File: config.mk
export PLATFORM = sky130hd
export DESIGN_NAME = fcph_top
export DESIGN_NICKNAME = d
export VERILOG_FILES = /design/src/fcph_pkg.sv /design/src/fcph_dly_if.sv /design/src/fcph_top.sv /design/src/fcph_tick.sv /design/src/fcph_delay.sv
export SDC_FILE = /design/constraint.sdc
export NUM_CORES = 1
export LEC_CHECK = 0
export CAP_MARGIN = 20
export CORE_ASPECT_RATIO = 0.5
export CORE_MARGIN = 2
export CORE_UTILIZATION = 39
export CTS_BUF_LIST = sky130_fd_sc_hd__clkbuf_4
export DETAILED_ROUTE_END_ITERATION = 10
export DONT_BUFFER_PORTS = 1
export GPL_ROUTABILITY_DRIVEN = 0
export GPL_TIMING_DRIVEN = 1
export PLACE_DENSITY = 0.59
export SYNTH_ARGS = -nofsm -noshare
export SYNTH_HDL_FRONTEND = slang
export SYNTH_HIERARCHICAL = 1
export SYNTH_SLANG_ARGS = --single-unit
File: constraint.sdc
create_clock -name clk_i -period 3.3 [get_ports clk_i]
set_input_delay 0.66 -clock clk_i [delete_from_list [all_inputs] [get_ports clk_i]]
set_output_delay 0.66 -clock clk_i [all_outputs]
set_load 0.02 [all_outputs]
File: src/fcph_pkg.sv
package fcph_pkg;
  // Timebase: one millisecond expressed in clock cycles
  localparam int FCPH_CLK_PERIOD_NS = 100;
  localparam int FCPH_MS_NS = 1_000_000;
  localparam int FCPH_CYC_PER_MS = FCPH_MS_NS / FCPH_CLK_PERIOD_NS;
  // Delay units of the head load and unload fields, in ms
  localparam int FCPH_HLT_UNIT_MS = 2;
  localparam int FCPH_HUT_UNIT_MS = 16;
  localparam int FCPH_DLY_W = 12;
  // Register byte offsets
  localparam logic [7:0] FCPH_OFS_CTRL = 8'h00;
  localparam logic [7:0] FCPH_OFS_PARAM = 8'h04;
  localparam logic [7:0] FCPH_OFS_TIMING = 8'h08;
  localparam logic [7:0] FCPH_OFS_CONFIG = 8'h0C;
  localparam logic [7:0] FCPH_OFS_RATE = 8'h10;
  localparam logic [7:0] FCPH_OFS_DOC = 8'h14;
  localparam logic [7:0] FCPH_OFS_STATUS = 8'h18;
  // Control register bits
  localparam int FCPH_CTRL_EIS = 0;
  localparam int FCPH_CTRL_MFM = 1;
  localparam int FCPH_CTRL_MT = 2;
  localparam int FCPH_CTRL_HEAD = 3;
  localparam int FCPH_CTRL_PERP = 4;
  localparam int FCPH_CTRL_LOCK = 5;
  localparam int FCPH_CTRL_GO = 8;
  localparam int FCPH_CTRL_WR = 9;
  localparam int FCPH_CTRL_CYL = 10;
  localparam logic [31:0] FCPH_CTRL_MASK = 32'h0000_063F;
  // Parameter register fields (8 bits each)
  localparam int FCPH_PRM_SEC = 0;
  localparam int FCPH_PRM_EOT = 8;
  localparam int FCPH_PRM_GPL = 16;
  localparam int FCPH_PRM_GAP2 = 24;
  // Timing register fields
  localparam int FCPH_TIM_HLT = 0;
  localparam int FCPH_TIM_HUT = 8;
  localparam logic [31:0] FCPH_TIM_MASK = 32'h0000_0F7F;
  // Configure register fields
  localparam int FCPH_CFG_FIFO_ENABLE_N = 0;
  localparam int FCPH_CFG_THR = 4;
  localparam int FCPH_CFG_PRE = 8;
  localparam logic [31:0] FCPH_CFG_MASK = 32'h0000_FFF1;
  // Reset bits of the rate select and drive output control registers
  localparam int FCPH_RATE_RST = 7;
  localparam int FCPH_DOC_RSTN = 2;
  // Reset values
  localparam logic [31:0] FCPH_CTRL_RST = 32'h0000_0002;
  localparam logic [31:0] FCPH_PARAM_RST = 32'h0000_0000;
  localparam logic [31:0] FCPH_TIM_RST = 32'h0000_0000;
  localparam logic [31:0] FCPH_CFG_RST = 32'h0000_0001;
  localparam logic [31:0] FCPH_RATE_RSTV = 32'h0000_0000;
  localparam logic [31:0] FCPH_DOC_RSTV = 32'h0000_0004;
  // Sector and gap constants
  localparam logic [7:0] FCPH_FIRST_SECTOR = 8'h01;
  localparam logic [7:0] FCPH_GAP2_STD = 8'h16;
  // Sequencer states
  typedef enum logic [2:0] {
    FCPH_IDLE,
    FCPH_SEEK,
    FCPH_PREP,
    FCPH_HLOAD,
    FCPH_XFER
  } fcph_state_type;
endpackage

File: src/fcph_dly_if.sv
`timescale 1ns/1ps
interface fcph_dly_if #(parameter int W = 12);
  logic start;
  logic [W-1:0] count;
  logic busy;
  logic expired;
  modport ctrl (output start, output count, input busy, input expired);
  modport timer (input start, input count, output busy, output expired);
endinterface

File: src/fcph_top.sv
// The Wishbone register port and the placing of the registers were left to the implementer.
`timescale 1ns/1ps
module fcph_top
  import fcph_pkg::*;
#(
  parameter int TICK_CYCLES = FCPH_CYC_PER_MS
) (
  // Clock and reset
  input wire logic clk_i,
  input wire logic rst_i,
  // Wishbone slave
  input wire logic cyc_i,
  input wire logic stb_i,
  input wire logic we_i,
  input wire logic [7:0] adr_i,
  input wire logic [3:0] sel_i,
  input wire logic [31:0] dat_i,
  output logic [31:0] dat_o,
  output logic ack_o,
  // Sequencer handshakes from the data path
  input wire logic seek_done_i,
  input wire logic sector_done_i,
  // Drive and format outputs
  output logic seek_req_o,
  output logic head_load_o,
  output logic head_select_o,
  output logic [7:0] sector_o,
  output logic xfer_active_o,
  output logic write_o,
  output logic cmd_done_o,
  output logic mfm_o,
  output logic [7:0] gap2_len_o,
  output logic [7:0] intersector_gap_length_o,
  // Configure settings and reset
  output logic fifo_enable_n_o,
  output logic [3:0] fifo_threshold_o,
  output logic [7:0] precomp_start_track_o,
  output logic sw_reset_o
);
  // Registers
  logic [31:0] ctrl;
  logic [31:0] param;
  logic [31:0] timing;
  logic [31:0] config_reg;
  logic [31:0] rate_reg;
  logic [31:0] doc_reg;
  // Sequencer state
  fcph_state_type state;
  logic unload_pending;
  logic cur_head;
  logic [7:0] cur_sector;
  // Bus decode
  logic wr_stb;
  logic wr_ctrl;
  logic wr_param;
  logic wr_tim;
  logic wr_cfg;
  logic wr_rate;
  logic wr_doc;
  logic [31:0] wmask;
  logic [31:0] next_rate;
  logic [31:0] next_doc;
  logic go;
  logic soft_rst;
  logic tick;
  // Parameter fields
  logic [7:0] first_sector;
  logic [7:0] final_sector_number;
  logic [6:0] head_load_delay;
  logic [3:0] head_unload_delay;
  logic multi_track_flag;
  logic implied_seek_enable;
  logic go_seek_enable;
  logic lock;

  // One timer serves both head delays, which never run at once
  fcph_dly_if #(.W(FCPH_DLY_W)) dly ();

  // Field views of the registers
  assign first_sector = param[FCPH_PRM_SEC +: 8];
  assign final_sector_number = param[FCPH_PRM_EOT +: 8];
  assign head_load_delay = timing[FCPH_TIM_HLT +: 7];
  assign head_unload_delay = timing[FCPH_TIM_HUT +: 4];
  assign multi_track_flag = ctrl[FCPH_CTRL_MT];
  assign implied_seek_enable = ctrl[FCPH_CTRL_EIS];
  assign lock = ctrl[FCPH_CTRL_LOCK];

  // Byte lane mask from the select lines
  always_comb begin
    for (int i = 0; i < 4; i++) begin
      wmask[8*i +: 8] = {8{sel_i[i]}};
    end
  end

  // A write is taken once, at the edge where the master samples ack
  assign wr_stb = cyc_i && stb_i && we_i && ack_o;
  assign wr_ctrl = wr_stb && (adr_i == FCPH_OFS_CTRL);
  assign wr_param = wr_stb && (adr_i == FCPH_OFS_PARAM);
  assign wr_tim = wr_stb && (adr_i == FCPH_OFS_TIMING);
  assign wr_cfg = wr_stb && (adr_i == FCPH_OFS_CONFIG);
  assign wr_rate = wr_stb && (adr_i == FCPH_OFS_RATE);
  assign wr_doc = wr_stb && (adr_i == FCPH_OFS_DOC);
  assign next_rate = (rate_reg & ~wmask) | (dat_i & wmask);
  assign next_doc = (doc_reg & ~wmask) | (dat_i & wmask);

  // Command start is a write-one strobe, ignored while busy
  assign go = wr_ctrl && sel_i[1] && dat_i[FCPH_CTRL_GO];

  // A GO that also writes the seek enable uses the value it writes
  assign go_seek_enable = sel_i[0] ? dat_i[FCPH_CTRL_EIS] : implied_seek_enable;

  // Wishbone ack: one cycle per access, unmapped reads return zero
  always_ff @(posedge clk_i) begin
    if (rst_i) begin
      ack_o <= 1'b0;
    end else begin
      ack_o <= cyc_i && stb_i && !ack_o;
    end
  end

  // Read data, registered with ack
  always_ff @(posedge clk_i) begin
    if (rst_i) begin
      dat_o <= 32'h0000_0000;
    end else if (cyc_i && stb_i && !we_i && !ack_o) begin
      case (adr_i)
        FCPH_OFS_CTRL: dat_o <= ctrl;
        FCPH_OFS_PARAM: dat_o <= param;
        FCPH_OFS_TIMING: dat_o <= timing;
        FCPH_OFS_CONFIG: dat_o <= config_reg;
        FCPH_OFS_RATE: dat_o <= rate_reg;
        FCPH_OFS_DOC: dat_o <= doc_reg;
        FCPH_OFS_STATUS: dat_o <= {16'h0000, cur_sector, 1'b0, 3'(state),
                                   unload_pending, cur_head, head_load_o,
                                   (state != FCPH_IDLE)};
        default: dat_o <= 32'h0000_0000;
      endcase
    end
  end

  // Software reset: set rate bit or cleared drive-control bit, one pulse
  always_ff @(posedge clk_i) begin
    if (rst_i) begin
      soft_rst <= 1'b0;
    end else begin
      soft_rst <= (wr_rate && next_rate[FCPH_RATE_RST]) ||
                  (wr_doc && !next_doc[FCPH_DOC_RSTN]);
    end
  end
  assign sw_reset_o = soft_rst;

  // Rate register; its reset bit clears itself
  always_ff @(posedge clk_i) begin
    if (rst_i) begin
      rate_reg <= FCPH_RATE_RSTV;
    end else if (wr_rate) begin
      rate_reg <= next_rate & ~(32'h0000_0001 << FCPH_RATE_RST);
    end
  end

  // Drive output control register, stores what software wrote
  always_ff @(posedge clk_i) begin
    if (rst_i) begin
      doc_reg <= FCPH_DOC_RSTV;
    end else if (wr_doc) begin
      doc_reg <= next_doc;
    end
  end

  // Control register; lock survives a software reset
  always_ff @(posedge clk_i) begin
    if (rst_i) begin
      ctrl <= FCPH_CTRL_RST;
    end else if (soft_rst) begin
      ctrl <= (FCPH_CTRL_RST & ~(32'h0000_0001 << FCPH_CTRL_LOCK)) |
              (ctrl & (32'h0000_0001 << FCPH_CTRL_LOCK));
    end else if (wr_ctrl) begin
      ctrl <= ((ctrl & ~wmask) | (dat_i & wmask)) & FCPH_CTRL_MASK &
              ~(32'h0000_0001 << FCPH_CTRL_GO);
    end
  end

  // Command parameters: sector, final sector, gap 3, gap 2
  always_ff @(posedge clk_i) begin
    if (rst_i || soft_rst) begin
      param <= FCPH_PARAM_RST;
    end else if (wr_param) begin
      param <= (param & ~wmask) | (dat_i & wmask);
    end
  end

  // Head load and unload delays
  always_ff @(posedge clk_i) begin
    if (rst_i || soft_rst) begin
      timing <= FCPH_TIM_RST;
    end else if (wr_tim) begin
      timing <= ((timing & ~wmask) | (dat_i & wmask)) & FCPH_TIM_MASK;
    end
  end

  // Configure settings return to defaults on a software reset only when not locked
  always_ff @(posedge clk_i) begin
    if (rst_i) begin
      config_reg <= FCPH_CFG_RST;
    end else if (soft_rst && !lock) begin
      config_reg <= FCPH_CFG_RST;
    end else if (wr_cfg) begin
      config_reg <= ((config_reg & ~wmask) | (dat_i & wmask)) & FCPH_CFG_MASK;
    end
  end

  // Format outputs straight from register flops
  assign mfm_o = ctrl[FCPH_CTRL_MFM];
  assign intersector_gap_length_o = param[FCPH_PRM_GPL +: 8];
  assign fifo_enable_n_o = config_reg[FCPH_CFG_FIFO_ENABLE_N];
  assign fifo_threshold_o = config_reg[FCPH_CFG_THR +: 4];
  assign precomp_start_track_o = config_reg[FCPH_CFG_PRE +: 8];

  // Gap 2 follows the parameter only for perpendicular drives
  always_ff @(posedge clk_i) begin
    if (rst_i) begin
      gap2_len_o <= FCPH_GAP2_STD;
    end else begin
      gap2_len_o <= ctrl[FCPH_CTRL_PERP] ? param[FCPH_PRM_GAP2 +: 8]
                                         : FCPH_GAP2_STD;
    end
  end

  // Millisecond enable for the head timers
  fcph_tick #(.CYCLES(TICK_CYCLES)) u_tick (
    .clk_i(clk_i),
    .rst_i(rst_i),
    .tick_o(tick)
  );

  // Shared head timer; a soft reset abandons any wait
  fcph_delay u_delay (
    .clk_i(clk_i),
    .rst_i(rst_i || soft_rst),
    .tick_i(tick),
    .dly(dly.timer)
  );

  // Command sequencer: seek, head load, sector walk
  always_ff @(posedge clk_i) begin
    if (rst_i || soft_rst) begin
      state <= FCPH_IDLE;
      cur_head <= 1'b0;
      cur_sector <= 8'h00;
      write_o <= 1'b0;
      seek_req_o <= 1'b0;
      cmd_done_o <= 1'b0;
    end else begin
      seek_req_o <= 1'b0;
      cmd_done_o <= 1'b0;
      case (state)
        FCPH_IDLE: begin
          if (go) begin
            cur_head <= dat_i[FCPH_CTRL_HEAD];
            cur_sector <= first_sector;
            write_o <= dat_i[FCPH_CTRL_WR];
            if (go_seek_enable && dat_i[FCPH_CTRL_CYL]) begin
              seek_req_o <= 1'b1;
              state <= FCPH_SEEK;
            end else begin
              state <= FCPH_PREP;
            end
          end
        end
        FCPH_SEEK: begin
          if (seek_done_i) begin
            state <= FCPH_PREP;
          end
        end
        FCPH_PREP: begin
          // An already loaded head needs no second settle time
          state <= head_load_o ? FCPH_XFER : FCPH_HLOAD;
        end
        FCPH_HLOAD: begin
          if (dly.expired) begin
            state <= FCPH_XFER;
          end
        end
        FCPH_XFER: begin
          if (sector_done_i) begin
            if (cur_sector != final_sector_number) begin
              cur_sector <= cur_sector + 1'b1;
            end else if (multi_track_flag && !cur_head) begin
              cur_head <= 1'b1;
              cur_sector <= FCPH_FIRST_SECTOR;
            end else begin
              state <= FCPH_IDLE;
              cmd_done_o <= 1'b1;
            end
          end
        end
        default: state <= FCPH_IDLE;
      endcase
    end
  end

  // Head load line and pending unload
  always_ff @(posedge clk_i) begin
    if (rst_i || soft_rst) begin
      head_load_o <= 1'b0;
      unload_pending <= 1'b0;
    end else if (state == FCPH_PREP && !head_load_o) begin
      head_load_o <= 1'b1;
    end else if (state == FCPH_XFER && sector_done_i &&
                 cur_sector == final_sector_number &&
                 !(multi_track_flag && !cur_head)) begin
      unload_pending <= 1'b1;
    end else if (go && state == FCPH_IDLE) begin
      unload_pending <= 1'b0; // New command keeps the head loaded
    end else if (unload_pending && dly.expired) begin
      head_load_o <= 1'b0;
      unload_pending <= 1'b0;
    end
  end

  // Timer starts: load delay on head load, unload delay at end
  always_ff @(posedge clk_i) begin
    if (rst_i || soft_rst) begin
      dly.start <= 1'b0;
      dly.count <= '0;
    end else begin
      dly.start <= 1'b0;
      if (state == FCPH_PREP && !head_load_o) begin
        dly.start <= 1'b1;
        dly.count <= FCPH_DLY_W'(head_load_delay * FCPH_HLT_UNIT_MS);
      end else if (state == FCPH_XFER && sector_done_i &&
                   cur_sector == final_sector_number &&
                   !(multi_track_flag && !cur_head)) begin
        dly.start <= 1'b1;
        dly.count <= FCPH_DLY_W'(head_unload_delay * FCPH_HUT_UNIT_MS);
      end
    end
  end

  // Transfer outputs
  assign head_select_o = cur_head;
  assign sector_o = cur_sector;
  assign xfer_active_o = (state == FCPH_XFER);
endmodule

File: src/fcph_tick.sv
`timescale 1ns/1ps
module fcph_tick #(
  parameter int CYCLES = 10000
) (
  // Clock and reset
  input wire logic clk_i,
  input wire logic rst_i,
  // Millisecond enable
  output logic tick_o
);
  localparam int W = $clog2(CYCLES + 1);
  logic [W-1:0] cnt;

  // Free running divider, one-cycle enable per wrap
  always_ff @(posedge clk_i) begin
    if (rst_i) begin
      cnt <= '0;
      tick_o <= 1'b0;
    end else if (cnt == W'(CYCLES - 1)) begin
      cnt <= '0;
      tick_o <= 1'b1;
    end else begin
      cnt <= cnt + 1'b1;
      tick_o <= 1'b0;
    end
  end
endmodule

File: src/fcph_delay.sv
`timescale 1ns/1ps
module fcph_delay (
  // Clock and reset
  input wire logic clk_i,
  input wire logic rst_i,
  // Timebase enable
  input wire logic tick_i,
  // Control side
  fcph_dly_if.timer dly
);
  logic [$bits(dly.count)-1:0] cnt;

  // Down counter in ticks; expiry on the tick after the count runs out, so no wait is short
  always_ff @(posedge clk_i) begin
    if (rst_i) begin
      cnt <= '0;
      dly.busy <= 1'b0;
      dly.expired <= 1'b0;
    end else begin
      dly.expired <= 1'b0;
      if (dly.start) begin
        cnt <= dly.count;
        dly.busy <= 1'b1;
      end else if (dly.busy && tick_i) begin
        // Tick phase is free running, so the first tick may come at once
        if (cnt == '0) begin
          dly.busy <= 1'b0;
          dly.expired <= 1'b1;
        end else begin
          cnt <= cnt - 1'b1;
        end
      end
    end
  end
endmodule

## After elaboration in Yosys (flattened, before gate mapping)

Cells that the tools add are included.

- Add/sub/neg operators: 3
- Eq/ne operators: 24
- Muxes and demuxes: 41
- Bitwise operators: 22
- Reduce and logical (&&, ||, !) cells: 61

Operator list:

| operator | number |
|---|---|
| $pmux 32 s7 | 1 |
| $and 32x32->32 | 4 |
| $or 32x32->32 | 3 |
| $mux 8 | 6 |
| $mux 12 | 3 |
| $not 32->32 | 1 |
| $logic_and 1x1->1 | 26 |
| $eq 8x5->1 const B | 3 |
| $mux 3 | 7 |
| $mux 1 | 20 |
| $and 16x16->16 | 1 |
| $eq 8x4->1 const B | 2 |
| $ne 2x2->1 const B | 8 |
| $or 16x16->16 | 1 |
| $pmux 8 s2 | 1 |
| $pmux 3 s5 | 1 |
| $add 14x1->14 const B | 1 |
| $eq 14x14->1 const B | 1 |
| $and 12x12->12 | 1 |
| $logic_not 12->1 | 1 |
| $or 12x12->12 | 1 |
| $sub 12x1->12 const B | 1 |
| $and 11x11->11 | 1 |
| $or 11x11->11 | 1 |
| 26 further kinds | 55 |

- Register bits after elaboration: 223
- Input port bits: 51
- Output and inout port bits: 78
- Logic and storage cells: 177

## Depth between registers and ports, before layout

Gate-level depths: netlist of run 1.

- Depth after elaboration: 10
- Mapped depth: 9

## By module

The synthesis of run 1 kept the hierarchy.

By module, submodules not included:

| module | times used | cells each | area an instance (sq um) | seq. area each (sq um) |
|---|---|---|---|---|
| fcph_top | 1 | 925 | 8458.1 | 3883.7 |
| fcph_delay | 1 | 113 | 915.9 | 280.3 |
| fcph_tick | 1 | 70 | 629.4 | 300.3 |

## Worst setup path after synthesis of run 1

OpenSTA, ideal clock, no wires.

- Kind: input -> register
- From: input adr_i[3]
- To: register with a tool-made name
- Setup time: 0.128 ns
- Arrival: 2.131 ns
- Data required time: 3.172 ns
- Path slack: 1.041 ns
- Stages on the path: 8
- Path buffers: 3
- Path through: or3_1 clkbuf_1 nor3_1 buf_4 and3_1 buf_4 mux2i_1 nor2_1

RTL lines:

| what | RTL line | RTL |
|---|---|---|
| start, declared | fcph_top.sv:15 | `input wire logic [7:0] adr_i,` |

## Final worst setup path of run 1

- From: register state[2]
- To: output xfer_active_o

- Cells in the longest elaborated chain, start to end: 1

RTL lines:

| what | RTL line | RTL |
|---|---|---|
| start, declared | fcph_top.sv:48 | `fcph_state_type state;` |
| start signal, assigned | fcph_top.sv:277 | `state <= head_load_o ? FCPH_XFER : FCPH_HLOAD;` |
| $eq 3x3->1 | fcph_top.sv:343 | `assign xfer_active_o = (state == FCPH_XFER);` |
| end, declared | fcph_top.sv:28 | `output logic xfer_active_o,` |

No other way between the ends.

==> flow_summary_export.csv, run 1 <==
group,metric,value,unit
global_routing,grt_pass1_vias,8267,
worst_setup_path,crit_type,"reg -> out",
timing,timing.slew.headroom,31.1,%
worst_setup_path,worstSetupEndpointType,"primary output",
synthesis,ys_types,88,
synthesis,yosysSeqAreaShare,44.6,%
synthesis,avgSynthCellArea,9.03,um2
global_routing,grt_max_degree,59,
hold_path,hp-class,"in -> reg",
cells_and_area,area_delta_synth_final,9.74,%
clock_network,clkSinkCount,223,
floorplanning,die_y,117,um
status,outcome,"finished clean",
power,ir_drop,0.193,mV
timing,fin_crit_sh,83.0,%
detailed_routing,drtIter0Drc,775,
floorplanning,ios,129,
synthesis,ys_ff_latch,223,
clock_network,postCtsHoldBufs,3,
detailed_routing,wl_per_cell,21.3,um
clock_network,post_cts_resized,0,
clock_network,numCtsBuffers,52,
synthesis,synth_flop_cell,"dfxtp_1",
timing,slew_viol_final,0,
detailed_routing,drtAntennaViolNets,0,
timing,min_period,2.74,ns
placed_design,hpwl,22000,um
worst_setup_path,crit_chain,"inv_2, or3_1, clkinv_2",
timing,tightest_slew,1.03,ns
clock_network,cts_tree,"built",
worst_setup_path,arrival,2.08,ns
clock_network,clk_pin_slew,0.08,ns
detailed_routing,drc,0,
power,total_power,5.12,mW
worst_setup_path,crit_slowest_cell,"or3_1",
synthesis,yosysWarningCount,6,
timing,final.setup_skew,0.0297,ns
clock_network,clk_latency,0.71,ns
detailed_routing,num_vias,8694,
cells_and_area,fin_nets,1183,
global_routing,antenna_found_initial,1,
timing,rsz0062_at_grt,"false",
floorplanning,core,0.0252,mm2
synthesis,synth_cells,1108,
floorplanning,fp.dieW,230,um
clock_network,clockRootBuffer,"clkbuf_4",
synthesis,synth.most_common_cell,"dfxtp_1",
detailed_routing,first_pass_iters,6,
synthesis,synth_common_cells,"dfxtp_1, nor2_1, mux2i_1",
synthesis,async_reset_ff_share,0,%
cells_and_area,drive_gt1_share,13.0,%
floorplanning,start_util,39.7,%
floorplanning,fp.dieArea,0.0270,mm2
global_routing,grt_pass1_wl,48900,um
timing,hold_viol_final,0,
power,leakage,4.05,nW
detailed_routing,via_per_inst,5.79,
clock_network,ctsLongestPathBuffers,3,
detailed_routing,routed_wl,31900,um
worst_setup_path,crit_fanout,13,
floorplanning,fp-row-count,41,
global_routing,grt_overflow,0,
job,max_cap_violations,0,
placed_design,port_buffers,0,
synthesis,synth_top_cell_by_area,"dfxtp_1",
synthesis,syn-cell-area,0.0100,mm2
worst_setup_path,critical_path_required,2.64,ns
power,pwr_density_cell,467,mW/mm2
worst_setup_path,start_kind,"flop",
synthesis,synth.top_cell.area_share,44.6,%
timing,setup_viol,0,
worst_setup_path,cpPeakStageDelay,0.55,ns
synthesis,synth-edff-count,0,
global_routing,grt_usage,23.4,%
clock_network,post_cts_buffers,0,
clock_network,cts-htree-levels,2,
synthesis,yosys-top-cells-area,"dfxtp_1, mux2i_1, nor2_1",
timing,finalSetupTns,0,ns
timing,fmax,365,MHz
metrics by stage:
stage	hold slack, ns	setup WS (ns)	std cells	util, %	cell area [um2]
after floorplan	0.429	1.04	1112	-	10000
after global placement	0.442	0.552	1413	40.9	10300
after detailed placement	0.450	0.456	1413	40.9	10300
after CTS	0.00697	0.537	1499	43.4	10900
after global routing	0.00196	0.458	1502	43.6	11000
final	0.0779	0.561	1502	43.6	11000
layer usage:
layer / track usage, % / vias up / routed length [um]
li1: - / 4048 / -
met1: 29.7 / 4203 / 13600
met2: 38.9 / 361 / 14900
met3: 5.35 / 82 / 2400
met4: 10.0 / 0 / 1020
met5: 0 / - / 0
where the power goes:
group          internal [mW]  leakage (nW)  total [mW]  switching, mW
registers               2.70          1.80        2.73         0.0286
logic                 0.0902          1.89       0.247          0.157
clock network           1.03         0.359        2.14           1.12
total                   3.82          4.05        5.12           1.30
worst paths after layout:
| check | startpoint | endpoint | slack, ns | depth (start not counted) |
|---|---|---|---|---|
| worst max-delay path | state[2] | xfer_active_o | 0.56 | 3 |
| worst min-delay path | dat_i[12] | flop | 0.08 | 2 |
| worst max register to register | state[2] | head_load_o | 0.63 | 7 |
| worst min register to register | u_tick/cnt[0] | u_tick/cnt[0] | 0.47 | 1 |
final cells by class:
cell class                      count  area [um2]
Fill cell                        2479       14200
Multi-Input combinational cell    797        5110
Sequential cell                   223        4460
Clock buffer                       75         563
Tap cell                          344         430
Timing Repair Buffer               37         305
Inverter                           17        65.1
Clock inverter                      8        35.0
Antenna cell                        1        2.50
logic make-up (layout without fill, tap and decap cells):
group | count (synthesis) | count (layout) | synth area share (%)
compound gates | 230 | 230 | 16.0
xor+xnor | 22 | 22 | 1.93
fa+ha+maj | 4 | 4 | 0.500
buf+inv | 92 | 137 | 4.47
flops | 223 | 223 | 44.6
mux | 122 | 122 | 12.4
other cells | 1 | 6 | 0.0375
simple gates | 414 | 414 | 20.1
worst max-delay path: cells and delay by family, from the launching register on:
family	cells	cell delay, ns
and+or+nand+nor	1	0.55
buffers and inverters	2	0.36
DFF	1	0.46
cells in the final DEF, fill, tap and decap left out, types with 7 or more instances in the layout:
cell type,count
mux2i_1,116
nor2b_1,7
nor3_1,17
dfxtp_1,223
a21oi_1,62
and3_1,9
a211oi_1,7
o31ai_1,7
xnor2_1,21
clkbuf_4,75
buf_4,33
nor2_1,158
inv_1,13
clkinv_1,7
o21ai_0,40
a22oi_1,13
a222oi_1,16
nand3_1,33
a2bb2oi_1,18
nand2_1,112
nand4_1,9
Power figures use the tool's default switching activity.
==> inputs of run 2 (changes only) <==
Clock period 3.3 ns to 2.7 ns, I/O delays scaled along.
==> run 2 against run 1 <==
Net effect:
- utilization rose by 2.0 points
- cell count rose by 3.9%
- via count rose by 3.0%
- clock power rose by 29%
- combinational power rose by 57%
- sequential cell count did not move
- count of clock-buffer cells in the layout fell by 2
- design area rose by 4.6%
- power rose by 27%
- critical endpoint unchanged
==> flow_summary_export.csv, run 2 (synthesis results as in run 1) <==
group,metric,value,unit
clock_network,ctsLongestPathBuffers,3,
power,leakage,4.30,nW
worst_setup_path,crit_slowest_cell,"dfxtp_1",
cells_and_area,fin_nets,1231,
worst_setup_path,critPathLaunch,"state[1]",
clock_network,clk_latency,0.71,ns
worst_setup_path,reg2reg_depth,5,
floorplanning,start_util,39.7,%
timing,fin_crit_sh,95.9,%
detailed_routing,via_per_inst,5.74,
clock_network,numCtsBuffers,52,
cells_and_area,final_cell_mix,"dfxtp_1, nor2_1, mux2i_1, nand2_1, clkbuf_4",
floorplanning,fp.dieW,230,um
floorplanning,die_y,117,um
detailed_routing,drc,0,
cells_and_area,final_common_cell,"dfxtp_1",
worst_setup_path,endpoint,"xfer_active_o",
worst_setup_path,cpPeakStageDelay,0.57,ns
floorplanning,fp.dieArea,0.0270,mm2
global_routing,grt_pass1_wl,50300,um
timing,fmax,386,MHz
worst_setup_path,cp_top_family,"flip-flops",
placed_design,hpwl,22600,um
worst_setup_path,arrival,2.05,ns
global_routing,grt_pass1_vias,8629,
detailed_routing,routed_wl,32500,um
timing,hold_viol_final,0,
worst_setup_path,critical_path_required,2.16,ns
timing,setup_viol,0,
detailed_routing,first_pass_iters,7,
clock_network,clkSinkCount,223,
power,ir_drop,0.262,mV
timing,finalSetupTns,0,ns
clock_network,clk_pin_slew,0.08,ns
worst_setup_path,crit_fanout,9,
worst_setup_path,start_kind,"flop",
global_routing,grt_overflow,0,
detailed_routing,wl_per_cell,20.9,um
power,pwr_density_cell,565,mW/mm2
global_routing,grt_usage,23.9,%
worst_setup_path,rrSetupSlack,0.33,ns
cells_and_area,drive_gt1_share,13.7,%
clock_network,post_cts_buffers,0,
hold_path,holdCritStartpoint,"dat_i[10]",
worst_setup_path,worstSetupEndpointType,"primary output",
clock_network,clockRootBuffer,"clkbuf_4",
cells_and_area,fill_cells,2431,
clock_network,cts_tree,"built",
global_routing,grt_max_degree,87,
detailed_routing,num_vias,8959,
cells_and_area,area_delta_synth_final,14.8,%
timing,slew_viol_final,0,
status,outcome,"finished clean",
power,total_power,6.49,mW
hold_path,hp-class,"in -> reg",
job,max_cap_violations,0,
detailed_routing,drtIter0Drc,777,
floorplanning,fp-row-count,41,
worst_setup_path,r2r-start,"ack_o",
floorplanning,core,0.0252,mm2
timing,min_period,2.59,ns
timing,rsz0062_at_grt,"false",
placed_design,port_buffers,0,
worst_setup_path,path_buf_inv,2,
clock_network,cts-htree-levels,2,
global_routing,antenna_found_initial,1,
clock_network,post_cts_resized,0,
timing,final.setup_skew,0.0346,ns
floorplanning,ios,129,
worst_setup_path,crit_cells,3,
detailed_routing,drtAntennaViolNets,0,
worst_setup_path,crit_chain,"or3_1, clkinv_2, buf_4",
timing,tightest_slew,1.00,ns
worst_setup_path,crit_type,"reg -> out",
timing,timing.slew.headroom,33.1,%
run 2: changes by cell type in the layout (fill, tap and decap cells not counted), sizes merged:
| cell | change |
|---|---|
| clkinv | +12 |
| clkbuf | -2 |
| dlygate4sd3 | +32 |
| buf | +16 |
| bufinv | +1 |
| clkinvlp | -1 |
run 2: metal layers:
layer	wire, um	track usage, %	vias to the layer above	part of all wire [%]
met5	0	0	-	0
met4	1300	11.4	0	4.0
met3	2480	5.57	89	7.6
met2	15100	40.1	377	47
met1	13600	29.5	4347	42
li1	-	-	4146	-
run 2: final cells by class:
type                            count  area, um2  area share, %
Clock inverter                     20        106          0.926
Clock buffer                       73        548           4.77
Sequential cell                   223       4460           38.9
Timing Repair Buffer               85        758           6.60
Inverter                           17       65.1          0.566
Tap cell                          344        430           3.75
Multi-Input combinational cell    797       5110           44.5
Antenna cell                        1       2.50         0.0218
run 2: repair_timing:
item	in CTS	in global routing
hold endpoints to repair	150	0
setup endpoints to repair	0	0
hold buffers	36	0
run 2: worst min path at each step:
stage	slack (ns)	cells after the start	endpoint
after CTS	0.007	2	flop
after floorplan	0.43	1	u_tick/cnt[0]
final	0.07	2	seek_req_o
after detailed placement	0.46	1	gap2_len_o[2]
after global routing	0.03	2	flop
after global placement	0.44	1	u_tick/cnt[0]
run 2: stage by stage:
| stage | cell area [um2] | hold WS, ns | cells | worst slack [ns] | util [%] |
|---|---|---|---|---|---|
| 6_report | 11500 | 0.0661 | 1560 | 0.111 | 45.6 |
| 5_1_grt | 11500 | 0.0318 | 1560 | 0.0931 | 45.6 |
| 4_1_cts | 11500 | 0.00730 | 1559 | 0.137 | 45.6 |
| 3_5_place_dp | 10500 | 0.461 | 1430 | 0.150 | 41.5 |
| 3_3_place_gp | 10500 | 0.443 | 1430 | 0.181 | 41.5 |
| 2_1_floorplan | 10000 | 0.429 | 1112 | 0.561 | - |
run 2: where the power goes:
| group | switching, mW | total (mW) | internal, mW |
|---|---|---|---|
| Combinational | 0.239 | 0.389 | 0.150 |
| Clock | 1.41 | 2.76 | 1.35 |
| Sequential | 0.0373 | 3.34 | 3.30 |
